===== src/rtl/gfm_defs.svh =====
// Constants for the general-purpose pin function multiplexer
`ifndef GFM_DEFS_SVH
`define GFM_DEFS_SVH

`define GFM_FN_W            4
`define GFM_DIR_INPUT       1'b1
`define GFM_POL_HIGH        1'b1

`define GFM_IN_LVL_SHORT    4'h0
`define GFM_IN_LVL_MID      4'h1
`define GFM_IN_ONOFF        4'h2
`define GFM_IN_SLPWK_SHORT  4'h3
`define GFM_IN_SLPWK_LONG   4'h4
`define GFM_IN_SLEEP        4'h5
`define GFM_IN_ON           4'h6
`define GFM_IN_WDOG         4'h7
`define GFM_IN_DVS1         4'h8
`define GFM_IN_DVS2         4'h9
`define GFM_IN_HWEN1        4'hA
`define GFM_IN_HWEN2        4'hB
`define GFM_IN_HWC1_SHORT   4'hC
`define GFM_IN_HWC2_SHORT   4'hD
`define GFM_IN_HWC1_LONG    4'hE
`define GFM_IN_HWC2_LONG    4'hF

`define GFM_OUT_LVL         4'h0
`define GFM_OUT_OSC         4'h1
`define GFM_OUT_ON          4'h2
`define GFM_OUT_SLEEP       4'h3
`define GFM_OUT_PSC         4'h4
`define GFM_OUT_DVS1        4'h8
`define GFM_OUT_DVS2        4'h9
`define GFM_OUT_EXT_POWER_ENABLE_ONE        4'hA
`define GFM_OUT_EXT_POWER_ENABLE_TWO        4'hB
`define GFM_OUT_SUPOK       4'hC
`define GFM_OUT_GOOD        4'hD
`define GFM_OUT_EXTCLK      4'hE
`define GFM_OUT_AUXRST      4'hF

`define GFM_TICK_NS         30518
`define GFM_DB_SHORT_NS     32000
`define GFM_DB_MID_NS       4000000
`define GFM_DB_LONG_NS      32000000
`define GFM_DB_SHORT_TICKS  ((`GFM_DB_SHORT_NS + `GFM_TICK_NS - 1) / `GFM_TICK_NS)
`define GFM_DB_MID_TICKS    ((`GFM_DB_MID_NS + `GFM_TICK_NS - 1) / `GFM_TICK_NS)
`define GFM_DB_LONG_TICKS   ((`GFM_DB_LONG_NS + `GFM_TICK_NS - 1) / `GFM_TICK_NS)

`define GFM_SYS_CLK_HZ      40000000
`define GFM_EXTCLK_HZ       2000000
`define GFM_EXTCLK_HALF     (`GFM_SYS_CLK_HZ / (2 * `GFM_EXTCLK_HZ))

`endif


===== src/rtl/gfm_pkg.sv =====
// Types for the general-purpose pin function multiplexer
package gfm_pkg;
    typedef logic [3:0] gfm_fn_t;
    typedef logic [10:0] gfm_cnt_t;
    typedef enum logic [1:0] {GFM_DB_NONE, GFM_DB_SHORT, GFM_DB_MID, GFM_DB_LONG} gfm_db_e;
endpackage


===== src/rtl/gfm_gpio_mux.sv =====
// Per-pin input/output function multiplexer with debounce
`timescale 1ns/1ps
`include "gfm_defs.svh"

module gfm_gpio_mux
    import gfm_pkg::*;
#(
    parameter int NUM_PINS = 12
) (
    input  wire logic                  clk,
    input  wire logic                  sys_rst,
    input  wire logic                  osc_32k,
    input  wire logic [NUM_PINS-1:0]   pin_in,
    output logic      [NUM_PINS-1:0]   pin_out,
    output logic      [NUM_PINS-1:0]   pin_oe,
    input  wire logic [NUM_PINS-1:0]   pin_direction_bit,
    input  wire logic [NUM_PINS*4-1:0] pin_function_select,
    input  wire logic [NUM_PINS-1:0]   pin_polarity_bit,
    input  wire logic [NUM_PINS-1:0]   pin_level_bit,
    output logic      [NUM_PINS-1:0]   pin_level_read,
    input  wire logic                  state_on,
    input  wire logic                  state_sleep,
    input  wire logic                  power_state_change_flag,
    input  wire logic [1:0]            dvs_done,
    input  wire logic                  ext_power_enable_one,
    input  wire logic                  ext_power_enable_two,
    input  wire logic                  supply_ok_signal,
    input  wire logic                  converters_good_status,
    input  wire logic                  aux_reset_sleep_value,
    output logic                       on_request,
    output logic                       off_request,
    output logic                       sleep_request,
    output logic                       wake_request,
    output logic                       watchdog_reset,
    output logic [1:0]                 dvs_select,
    output logic [1:0]                 hw_enable,
    output logic [1:0]                 hw_control
);

    if (NUM_PINS < 1 || NUM_PINS > 32) begin : g_bad_pins
        $error("NUM_PINS out of range");
    end
    if (`GFM_DB_LONG_TICKS >= (1 << $bits(gfm_cnt_t))) begin : g_bad_cnt
        $error("Debounce counter too narrow");
    end
    if (`GFM_EXTCLK_HALF < 1 || `GFM_EXTCLK_HALF > 16) begin : g_bad_div
        $error("Clock divider too narrow");
    end

    localparam gfm_cnt_t LIM_SHORT = gfm_cnt_t'(`GFM_DB_SHORT_TICKS);
    localparam gfm_cnt_t LIM_MID   = gfm_cnt_t'(`GFM_DB_MID_TICKS);
    localparam gfm_cnt_t LIM_LONG  = gfm_cnt_t'(`GFM_DB_LONG_TICKS);
    localparam logic [3:0] EXT_HALF = 4'(`GFM_EXTCLK_HALF - 1);
    // Pin watched by the input-side checks
    localparam int CP = (NUM_PINS > 2) ? 2 : 0;

    // Oscillator sampling, tick and 2MHz divider
    logic [2:0] osc_q, osc_d;
    logic [3:0] div_q, div_d;
    logic       clk2m_q, clk2m_d;
    logic       tick;

    always_comb begin
        osc_d   = {osc_q[1:0], osc_32k};
        div_d   = div_q + 4'h1;
        clk2m_d = clk2m_q;
        if (div_q == EXT_HALF) begin
            div_d   = 4'h0;
            clk2m_d = ~clk2m_q;
        end
    end

    always_ff @(posedge clk or posedge sys_rst) begin
        if (sys_rst) begin
            osc_q   <= 3'h0;
            div_q   <= 4'h0;
            clk2m_q <= 1'b0;
        end else begin
            osc_q   <= osc_d;
            div_q   <= div_d;
            clk2m_q <= clk2m_d;
        end
    end

    assign tick = osc_q[1] & ~osc_q[2];

    logic            off_state;
    logic            aux_rst;
    logic [NUM_PINS-1:0] on_v, off_v, slp_v, wk_v, wd_v;
    logic [NUM_PINS-1:0] dvs1_v, dvs2_v, en1_v, en2_v, hc1_v, hc2_v;
    logic [NUM_PINS-1:0] lvl_v;

    assign off_state = ~state_on & ~state_sleep;
    assign aux_rst   = off_state | (state_sleep & aux_reset_sleep_value);

    genvar i;
    generate
        for (i = 0; i < NUM_PINS; i++) begin : g_pin
            logic [1:0] sync_q, sync_d;
            logic       db_q, db_d;
            gfm_cnt_t   cnt_q, cnt_d;
            logic       prev_q, prev_d;
            logic       out_q, out_d;
            logic       oe_q, oe_d;
            gfm_fn_t    fn;
            gfm_db_e    dsel;
            gfm_cnt_t   lim;
            logic       dir, pol, act, rise, fall, f;

            assign fn  = pin_function_select[i*`GFM_FN_W +: `GFM_FN_W];
            assign dir = pin_direction_bit[i] == `GFM_DIR_INPUT;
            assign pol = pin_polarity_bit[i] == `GFM_POL_HIGH;

            always_comb begin
                case (fn)
                    `GFM_IN_LVL_MID:                       dsel = GFM_DB_MID;
                    `GFM_IN_ONOFF, `GFM_IN_SLPWK_LONG,
                    `GFM_IN_HWC1_LONG, `GFM_IN_HWC2_LONG:  dsel = GFM_DB_LONG;
                    `GFM_IN_DVS1, `GFM_IN_DVS2:            dsel = GFM_DB_NONE;
                    default:                               dsel = GFM_DB_SHORT;
                endcase
                case (dsel)
                    GFM_DB_MID:  lim = LIM_MID;
                    GFM_DB_LONG: lim = LIM_LONG;
                    default:     lim = LIM_SHORT;
                endcase
            end

            assign act  = pol ? db_q : ~db_q;
            // Edges taken on the debounced level before polarity so reset and polarity changes make none
            assign rise = dir & (pol ? (db_q & ~prev_q) : (~db_q & prev_q));
            assign fall = dir & (pol ? (~db_q & prev_q) : (db_q & ~prev_q));

            always_comb begin
                sync_d = {sync_q[0], pin_in[i]};
                db_d   = db_q;
                cnt_d  = cnt_q;
                prev_d = db_q;
                if (!dir || dsel == GFM_DB_NONE) begin
                    db_d  = sync_q[1];
                    cnt_d = '0;
                end else if (sync_q[1] == db_q) begin
                    cnt_d = '0;
                end else if (tick) begin
                    if (cnt_q + gfm_cnt_t'(1) >= lim) begin
                        db_d  = sync_q[1];
                        cnt_d = '0;
                    end else begin
                        cnt_d = cnt_q + gfm_cnt_t'(1);
                    end
                end
                case (fn)
                    `GFM_OUT_LVL:    f = pin_level_bit[i];
                    `GFM_OUT_OSC:    f = osc_q[1];
                    `GFM_OUT_ON:     f = state_on;
                    `GFM_OUT_SLEEP:  f = state_sleep;
                    `GFM_OUT_PSC:    f = power_state_change_flag;
                    `GFM_OUT_DVS1:   f = dvs_done[0];
                    `GFM_OUT_DVS2:   f = dvs_done[1];
                    `GFM_OUT_EXT_POWER_ENABLE_ONE:   f = ext_power_enable_one;
                    `GFM_OUT_EXT_POWER_ENABLE_TWO:   f = ext_power_enable_two;
                    `GFM_OUT_SUPOK:  f = supply_ok_signal;
                    `GFM_OUT_GOOD:   f = converters_good_status & ~off_state;
                    `GFM_OUT_EXTCLK: f = clk2m_q & (ext_power_enable_one | ext_power_enable_two);
                    `GFM_OUT_AUXRST: f = aux_rst;
                    default:         f = 1'b0;
                endcase
                out_d = pol ? f : ~f;
                oe_d  = ~dir;
            end

            always_ff @(posedge clk or posedge sys_rst) begin
                if (sys_rst) begin
                    sync_q <= 2'h0;
                    db_q   <= 1'b0;
                    cnt_q  <= '0;
                    prev_q <= 1'b0;
                    out_q  <= 1'b0;
                    oe_q   <= 1'b0;
                end else begin
                    sync_q <= sync_d;
                    db_q   <= db_d;
                    cnt_q  <= cnt_d;
                    prev_q <= prev_d;
                    out_q  <= out_d;
                    oe_q   <= oe_d;
                end
            end

            assign pin_out[i] = out_q;
            assign pin_oe[i]  = oe_q;
            assign lvl_v[i]   = dir & (fn == `GFM_IN_LVL_SHORT || fn == `GFM_IN_LVL_MID) & act;
            assign on_v[i]    = (fn == `GFM_IN_ONOFF || fn == `GFM_IN_ON) & rise;
            assign off_v[i]   = (fn == `GFM_IN_ONOFF) & fall;
            assign slp_v[i]   = (fn == `GFM_IN_SLPWK_SHORT || fn == `GFM_IN_SLPWK_LONG
                                 || fn == `GFM_IN_SLEEP) & rise;
            assign wk_v[i]    = (fn == `GFM_IN_SLPWK_SHORT || fn == `GFM_IN_SLPWK_LONG) & fall;
            assign wd_v[i]    = dir & (fn == `GFM_IN_WDOG) & act;
            assign dvs1_v[i]  = dir & (fn == `GFM_IN_DVS1) & act;
            assign dvs2_v[i]  = dir & (fn == `GFM_IN_DVS2) & act;
            assign en1_v[i]   = dir & (fn == `GFM_IN_HWEN1) & act;
            assign en2_v[i]   = dir & (fn == `GFM_IN_HWEN2) & act;
            assign hc1_v[i]   = dir & (fn == `GFM_IN_HWC1_SHORT || fn == `GFM_IN_HWC1_LONG) & act;
            assign hc2_v[i]   = dir & (fn == `GFM_IN_HWC2_SHORT || fn == `GFM_IN_HWC2_LONG) & act;
        end
    endgenerate

    // Registered system-side results
    logic [NUM_PINS-1:0] lvl_q, lvl_d;
    logic [10:0]         evt_q, evt_d;

    always_comb begin
        lvl_d = lvl_v;
        evt_d = {|on_v, |off_v, |slp_v, |wk_v, |wd_v, |dvs2_v, |dvs1_v,
                 |en2_v, |en1_v, |hc2_v, |hc1_v};
    end

    always_ff @(posedge clk or posedge sys_rst) begin
        if (sys_rst) begin
            lvl_q <= '0;
            evt_q <= 11'h000;
        end else begin
            lvl_q <= lvl_d;
            evt_q <= evt_d;
        end
    end

    assign pin_level_read = lvl_q;
    assign on_request     = evt_q[10];
    assign off_request    = evt_q[9];
    assign sleep_request  = evt_q[8];
    assign wake_request   = evt_q[7];
    assign watchdog_reset = evt_q[6];
    assign dvs_select     = evt_q[5:4];
    assign hw_enable      = evt_q[3:2];
    assign hw_control     = evt_q[1:0];
endmodule // gfm_gpio_mux


===== config.mk =====
export PLATFORM = sky130hd
export DESIGN_NAME = gfm_gpio_mux
export DESIGN_NICKNAME = d
export VERILOG_FILES = /design/src/rtl/gfm_pkg.sv /design/src/rtl/gfm_gpio_mux.sv
export VERILOG_INCLUDE_DIRS = /design/src /design/src/rtl
export SDC_FILE = /design/constraint.sdc
export NUM_CORES = 1
export LEC_CHECK = 0
export ABC_CLOCK_PERIOD_IN_PS = 7550
export BUFFER_PORTS_ARGS = -buffer_cell sky130_fd_sc_hd__buf_2
export CORE_MARGIN = 2
export CORE_UTILIZATION = 55
export DETAILED_ROUTE_END_ITERATION = 8
export HOLD_SLACK_MARGIN = 0.02
export PLACE_DENSITY = 0.84
export RECOVER_POWER = 50
export SLEW_MARGIN = 40
export SYNTH_ARGS = -nofsm -noshare
export SYNTH_HDL_FRONTEND = slang
export SYNTH_SLANG_ARGS = --single-unit

===== constraint.sdc =====
create_clock -name clk -period 7.55 [get_ports clk]
set_clock_uncertainty 0.15 [all_clocks]
set_input_delay 0.755 -clock clk [delete_from_list [all_inputs] [get_ports clk]]
set_output_delay 0.755 -clock clk [all_outputs]
set_load 0.005 [all_outputs]

==> impl_results.md, run 1 <==
* Core Footprint at 31400 um^2
* Post-Syn Nets at 2293
* CP Class: in2async
* Type of element capturing the critical path: asynchronous set/reset pin
* Pin count of the biggest net entering global routing at between 100 and 150
* Simple-Gate Fraction of Synth Area at a little over a quarter
* Avg Cell Area, Syn at 8.34 um^2
* Post-CTS setup buffer count at 0
* Adder-cell area share of the yosys netlist at around 6.9%
* Synth Instances at roughly 2100
* Worst-skew pair later-pin latency at slightly below 600 ps
* Hold Path Class: in2reg
* Measured slew at the worst slew-check pin at 5020 ps
* Worst Path Max Fanout at roughly 110
* Nets at roughly 2400
* Drt initial violations at about 1600
* WHS Endpoint: g_pin[2].sync_q[0]
* Mapped Area at about 17000 um^2
* Flop2flop setup slack at around 3500 ps
* Vias in the first global route at between 15000 and 20000
* Worst Path Buf+Inv at 3
* Worst Reg-to-Reg Cells at 11
* #FFs+latches synth at about 240
* Crit-path slowest cell: clkinvlp_2
* Seq/Total Area, Yosys at between 30 and 40%
* Mux contribution to synthesized area at just under 5%
* Logic gate share of total power at about 17%
* Antenna viol nets, final at 0
* Share of cells above drive strength 1 at between 10% and 20%
* Post-synthesis compound-gate area fraction at 17.4%
* Vias at between 15000 and 20000
* Sequential share of power at 39.2%
* DIE WIDTH at ~180 um
* Final number of setup-violating endpoints at 0
* Hold Vio Cnt, Final at 0
* Async SR Flop Fraction at between 90% and 100%
* Hold Buf Count CTS at 0
* Max incr delay on CP at between 2000 and 3000 ps
* Routed Wire Length at 51800 um
* Internal at 2.46 mW
* Fin. max-slew vios at around 120
* Total grt overflow at 0
* CTS Buffer Depth at 3
* Maximum VDD drop at 0.185 mV
* Hold_sp: pin_in[2]
* Largest delay contributor family on the critical path: buffers and inverters
* CTS Sinks at around 240
* Die extent in y at around 180 um
* First-pass GRT wire length at a little over 80000 um
* Post-DR vias/cell at roughly 6.4
* Total track usage at between 30% and 40%
* Power Density at 181 nW/um^2
* Sw power at just over 1 mW
* Num rows at 65
* DR WL/cell at ~20 um
* Initial antenna violation count at 10
* GPL Wtd Cong at between 1 and 1.5
* YS warnings at 0
* Die footprint at between 30000 and 40000 um^2
* Clock Pin Slew Worst Setup and Hold Paths at 60 ps
* Initial DRT Pass Iterations at 6
* DRC at 0
* Port bufs at 155
* Relative slew slack at -236%
* Initial core utilization at 55.5%
* Status: complete, but fails checks
* Top_reg_cell synth: dfrtp_1
* RR Startpoint: g_pin[0].cnt_q[0]
* CP Launch Type: input port
* Placed Instance Area at about 18000 um^2
* Failing checks: max-capacitance violations, max-slew violations
* Clk pwr share at about 44%
* Sum of negative setup slack at 0 ps
* RSZ-0062 raised after global routing: no
* Final Cycle Share at approximately three fifths
* WHS Path Cells at 1
* Leakage power at approximately 9 nW
* Tmin final at 4670 ps
* Main combinational cell family by area after synthesis: simple AND/OR/NAND/NOR gates
* TritonCTS clock tree: built
* Total CTS buffers at 29
* Highest clock rate at around 210 MHz
* Max Cap Viol at 1
* EDFF count, synth at 0
* Cts repair resizes at 0
* Detailed placer's ending HPWL at 38300 um
* Unique masters post-synth at 81
* Required @ worst endpoint at 7880 ps
* I/O pins at 156
* Critical path, cell by cell: buf_2 -> clkinvlp_2 -> clkbuf_2
* Xor and xnor area share after synthesis at slightly below 5%
* H-tree depth at 1
* Filler cells at between 2000 and 3000
* Area grow syn2layout at 10.6%
* Sw frac at around 29%
* Arr. time, crit path at roughly 5000 ps
* Final Cell Area at slightly below 20000 um^2
* Root buffer cell: clkbuf_16
* RR Endpoint: g_pin[0].cnt_q[6]
-- placed cells by master, fill, tap and decap left out, types with 24 or more instances in the layout --
master	n
nand4_1	27
o21ai_0	83
ha_1	96
mux2i_1	37
nor4_1	29
xnor2_1	67
nand3_1	115
nand2b_1	92
buf_2	145
nor3_1	72
a21o_1	40
o22ai_1	24
dfrtp_1	235
o211ai_1	33
a31oi_1	32
clkbuf_16	29
a21oi_1	86
inv_1	67
xor2_1	29
nor2_1	184
nand2_1	276
or3_1	36
-- registers in the layout, summed over array words and instances, names as in the netlist --
register,cells
evt_q,11
g_pin.db_q,12
g_pin.oe_q,12
g_pin.out_q,12
g_pin.cnt_q,132
pin_level_read,12
clk2m_q,1
div_q,4
osc_q,3
g_pin.sync_q,24
g_pin.prev_q,12
-- stage by stage --
step	utilization (%)	cells	setup WS, ps	power [mW]	hold WS (ps)
finish	61.4	2594	2880	3.48	125
global route	61.3	2589	1830	3.61	121
CTS	61.3	2584	3510	3.48	122
detailed placement	57.9	2530	3350	1.95	186
global placement	57.9	2528	3460	1.93	182
floorplan	-	2088	199	1.78	181
-- cells by family after synthesis --
| kind of cell | Yosys count |
|---|---|
| buffers and inverters | 191 |
| multiplexers | 67 |
| XOR/XNOR | 96 |
| adder cells (fa/ha/maj) | 96 |
| AO/OA/AOI/OAI | 445 |
| flip-flops | 235 |
| AND/OR/NAND/NOR | 958 |
-- worst max path at each step --
stage                                 start                 end  slack, ps  depth (start not counted)
finish                              sys_rst   g_pin[6].cnt_q[6]       2880                          3
global route                        sys_rst   g_pin[6].cnt_q[3]       1830                          3
CTS                       g_pin[0].cnt_q[0]   g_pin[0].cnt_q[6]       3510                         11
detailed placement  pin_function_select[43]  g_pin[10].cnt_q[8]       3350                         14
global placement     pin_function_select[0]   g_pin[0].cnt_q[7]       3460                         13
floorplan                           sys_rst             clk2m_q        200                          1
-- layout make-up --
type,instances,area (um^2),area share [%]
multi-input combinational,1662,10700,55.6
sequential,235,5880,30.5
timing repair buffer,166,836,4.34
clock buffer,37,816,4.23
tap,402,503,2.61
inverter,68,256,1.33
clock inverter,17,244,1.27
antenna,7,17.5,0.0909
-- power by group through the flow --
stage | sequential, mW | clock (mW) | combinational [mW]
final | 1.37 | 1.54 | 0.580
after global routing | 1.37 | 1.60 | 0.635
after CTS | 1.36 | 1.55 | 0.569
after detailed placement | 1.39 | 0 | 0.566
after global placement | 1.38 | 0 | 0.546
after floorplan | 1.37 | 0 | 0.411
-- synth_stat cells (all sizes together), types with 17 or more instances --
cell type  count  area [um^2]
buf           40          259
o22ai         24          150
nand2b        92          576
clkbuf        82          318
dfrtp        235         5880
nand4         27          169
a21oi         86          430
nand2        277         1040
nor3          76          385
or3           36          225
and4          24          213
nor4          29          181
o21ai         86          434
nor2b         17          106
xnor2         67          587
nor2         185          694
xor2          29          254
a22oi         17          128
mux2          17          191
inv           68          255
ha            96         1200
a21o          40          300
a31oi         32          200
o211ai        33          248
or2           17          106
nand3        117          596
mux2i         37          370
-- per-layer routing --
layer  up-vias  part of all wire (%)  track usage (%)
met2       760                    46             50.3
met5         -                  0.12                0
met1      7953                    40             38.7
met3       210                   8.6             6.84
met4        10                   5.2             14.4
li1       7725                     -                -
(Power assumes the default switching activity.)
==> run 2, diff against run 1 <==
--- a/config.mk
+++ b/config.mk
@@ -6,13 +6,13 @@
 export SDC_FILE = /design/constraint.sdc
 export NUM_CORES = 1
 export LEC_CHECK = 0
-export ABC_CLOCK_PERIOD_IN_PS = 7550
+export ABC_CLOCK_PERIOD_IN_PS = 4850
 export BUFFER_PORTS_ARGS = -buffer_cell sky130_fd_sc_hd__buf_2
 export CORE_MARGIN = 2
-export CORE_UTILIZATION = 55
+export CORE_UTILIZATION = 61
 export DETAILED_ROUTE_END_ITERATION = 8
 export HOLD_SLACK_MARGIN = 0.02
-export PLACE_DENSITY = 0.84
+export PLACE_DENSITY = 0.87
 export RECOVER_POWER = 50
 export SLEW_MARGIN = 40
 export SYNTH_ARGS = -nofsm -noshare
==> constraint.sdc (replaced) <==
create_clock -name clk -period 4.85 [get_ports clk]
set_clock_uncertainty 0.15 [all_clocks]
set_input_delay 0.485 -clock clk [delete_from_list [all_inputs] [get_ports clk]]
set_output_delay 0.485 -clock clk [all_outputs]
set_load 0.005 [all_outputs]
==> run 2 against run 1 <==
The run still ends with max-capacitance violations, max-slew violations left. Largest power group is now registers. Die area fell by 9.6%. Sequential share of layout area barely moved. Power rose by 47%. Non-clock buffer count rose by 25. Critical path type is now reg2reg. Largest cell class unchanged.
==> impl_results.md, run 2 (synthesis gave the netlist of run 1 again) <==
* Status: complete, but fails checks
* Failing checks: max-capacitance violations, max-slew violations
* Share of cells above drive strength 1 at 11.4% (-1.1 points)
* Initial antenna violation count at 14 (+4)
* Worst Reg-to-Reg Cells at 11 (unchanged)
* RR Startpoint: g_pin[0].cnt_q[0]
* DIE WIDTH at 173 um (-4.9%)
* Worst Path Max Fanout at 14 (-88%)
* Nets at 2390 (+0.97%)
* Worst Path Buf+Inv at 0 (-3)
* Required @ worst endpoint at 5150 ps (-2730 ps)
* RSZ-0062 raised after global routing: no
* Sum of negative setup slack at 0 ps (unchanged)
* CTS Buffer Depth at 3 (unchanged)
* Fin. max-slew vios at 109 (-5.2%)
* Total grt overflow at 0 (unchanged)
* TritonCTS clock tree: built
* Post-DR vias/cell at 6.52 (+1.5%)
* Clock Pin Slew Worst Setup and Hold Paths at 60 ps (about the same)
* Vias in the first global route at 16307 (+3.0%)
* Drt initial violations at 2074 (+26%)
* Initial DRT Pass Iterations at 7 (+1)
* Worst-skew pair later-pin latency at 560 ps (-30 ps)
* I/O pins at 156 (unchanged)
* Max incr delay on CP at 680 ps (-2100 ps)
* Hold_sp: pin_polarity_bit[3]
* Largest register by flop count: g_pin.cnt_q
* Critical Path Most Common Cell: ha_1
* Max Cap Viol at 1 (unchanged)
* Hold Vio Cnt, Final at 0 (unchanged)
* Top flop regs: g_pin.cnt_q: 132 flops, g_pin.sync_q: 24 flops
* CP Launch Point: g_pin[0].cnt_q[0]
* Highest clock rate at roughly 240 MHz
* Commonest non-fill, non-tap cell in the layout: nand2_1
* WHS Path Cells at 2 (+1)
* First-pass GRT wire length at 83900 um (+2.7%)
* WHS at 28.1 ps (-97.2 ps)
* Hold Path Class: in2reg
* Pin count of the biggest net entering global routing at 128 (+11%)
* Initial core utilization at 62.3% (+6.9 points)
* GPL Wtd Cong at 1.05 (+2.4%)
* Commonest non-fill, non-tap cells in the layout: nand2_1, dfrtp_1, nor2_1
* Port bufs at 155 (unchanged)
* Leakage power at 8.91 nW (-0.22%)
* Tmin final at between 4000 and 5000 ps
* Largest delay contributor family on the critical path: simple AND/OR/NAND/NOR gates
* H-tree depth at 1 (unchanged)
* Arr. time, crit path at 4400 ps (-610 ps)
* Setup ws final at 751 ps (-2120 ps)
* Critical path, cell by cell: ha_1 -> nand3_2 -> nor4_1 -> xor2_1 -> ha_1 -> or4b_1 -> a21bo_2 -> nor3_2 -> a311oi_4 -> nand2_2 -> o21ai_0
* Placed Cells at 2508 (-0.87%)
* Final Cycle Share at a little over four fifths
* Post-CTS setup buffer count at 0 (unchanged)
* Maximum VDD drop at 0.319 mV (+73%)
* Final Cell Area at 19300 um^2 (+0.14%)
* Routed Wire Length at 52300 um (+1.0%)
* Total CTS buffers at 27 (-6.9%)
* Final cell count without fillers at 2593 (-0.039%)
* Pre-CTS setup slack at 857 ps (-2500 ps)
* Detailed placer's ending HPWL at 38100 um (-0.48%)
* CTS Sinks at 235 (unchanged)
* Area grow syn2layout at 10.8%
* RR Endpoint: g_pin[0].cnt_q[0]
* CP Class: reg2reg
* Relative slew slack at -81.6% (+150 points)
* Power Density at 265 nW/um^2 (+47%)
* Core Footprint at 27900 um^2 (-11%)
* Type of element capturing the critical path: register
* WHS Endpoint: g_pin[3].out_q
* Die footprint at 29900 um^2 (-9.6%)
* Final number of setup-violating endpoints at 0 (unchanged)
* Placed Instance Area at 18200 um^2 (about the same)
* Final core occ at 69.1% (+7.7 points)
* DRC at 0 (unchanged)
* Final Total Pwr at 5.11 mW (+47%)
* Max reg flops at 132 (unchanged)
* Flop2flop setup slack at 750 ps (-2740 ps)
* Num rows at 61 (-6.2%)
* Crit-path slowest cell: a311oi_4
* Measured slew at the worst slew-check pin at 2720 ps (-2290 ps)
* Root buffer cell: clkbuf_16
* DR WL/cell at 20.2 um (+1.1%)
* Vias at 16901 (+1.5%)
* Antenna viol nets, final at 0 (unchanged)
* Total track usage at 34.4% (+3.7 points)
* Die extent in y at 173 um (-4.9%)
* CP Launch Type: register
-- run 2: cell count changes in the layout (fill, tap and decap cells not counted), sizes merged --
cell	previous run	this run
inv	69	67
diode	7	10
buf	152	140
clkinvlp	4	2
clkbuf	51	69
dlygate4sd3	0	21
bufinv	5	2
-- run 2: cell type report --
cell class,count,area [um^2]
diodes,10,25.0
clock inverters,10,103
clock buffers,39,791
multi-input cells,1662,10700
flip-flops and latches,235,5880
repair buffers,191,1060
inverters,68,259
well taps,378,473
fillers,2179,8640
-- run 2: worst reg2reg max path: stages, from the launching register on --
cell	delay, ps
dfrtp_1	410
ha_1	250
nand3_2	150
nor4_1	510
xor2_1	250
ha_1	290
or4b_1	600
a21bo_2	240
nor3_2	50
a311oi_4	680
nand2_2	200
o21ai_0	220
-- run 2: worst max-delay path by stage --
| stage | end | slack, ps | depth (start not counted) |
|---|---|---|---|
| after floorplan | clk2m_q | 1140 | 1 |
| after global placement | g_pin[0].cnt_q[6] | 940 | 13 |
| after detailed placement | g_pin[0].cnt_q[7] | 860 | 11 |
| after CTS | g_pin[0].cnt_q[7] | 820 | 11 |
| after global routing | g_pin[0].cnt_q[7] | 590 | 11 |
| final | g_pin[0].cnt_q[0] | 750 | 11 |
-- run 2: power by group --
part           leakage [nW]  internal [mW]  switching, mW  total [mW]
logic                  5.37          0.339          0.583       0.922
clock network         0.445           1.23          0.832        2.06
registers              3.09           2.05         0.0805        2.13
-- run 2: what timing repair did --
item / in CTS / in global routing
resized for setup: 0 / 0
hold buffers: 21 / 0
endpoints found under the hold margin: 101 / 0
-- run 2: routing by layer --
layer	global-route usage, %	part of all wire [%]	vias to the layer above
met3	7.30	10	196
met4	15.5	4.6	8
met1	44.3	39	8030
met5	0	0.11	-
li1	-	-	7788
met2	55.8	46	879
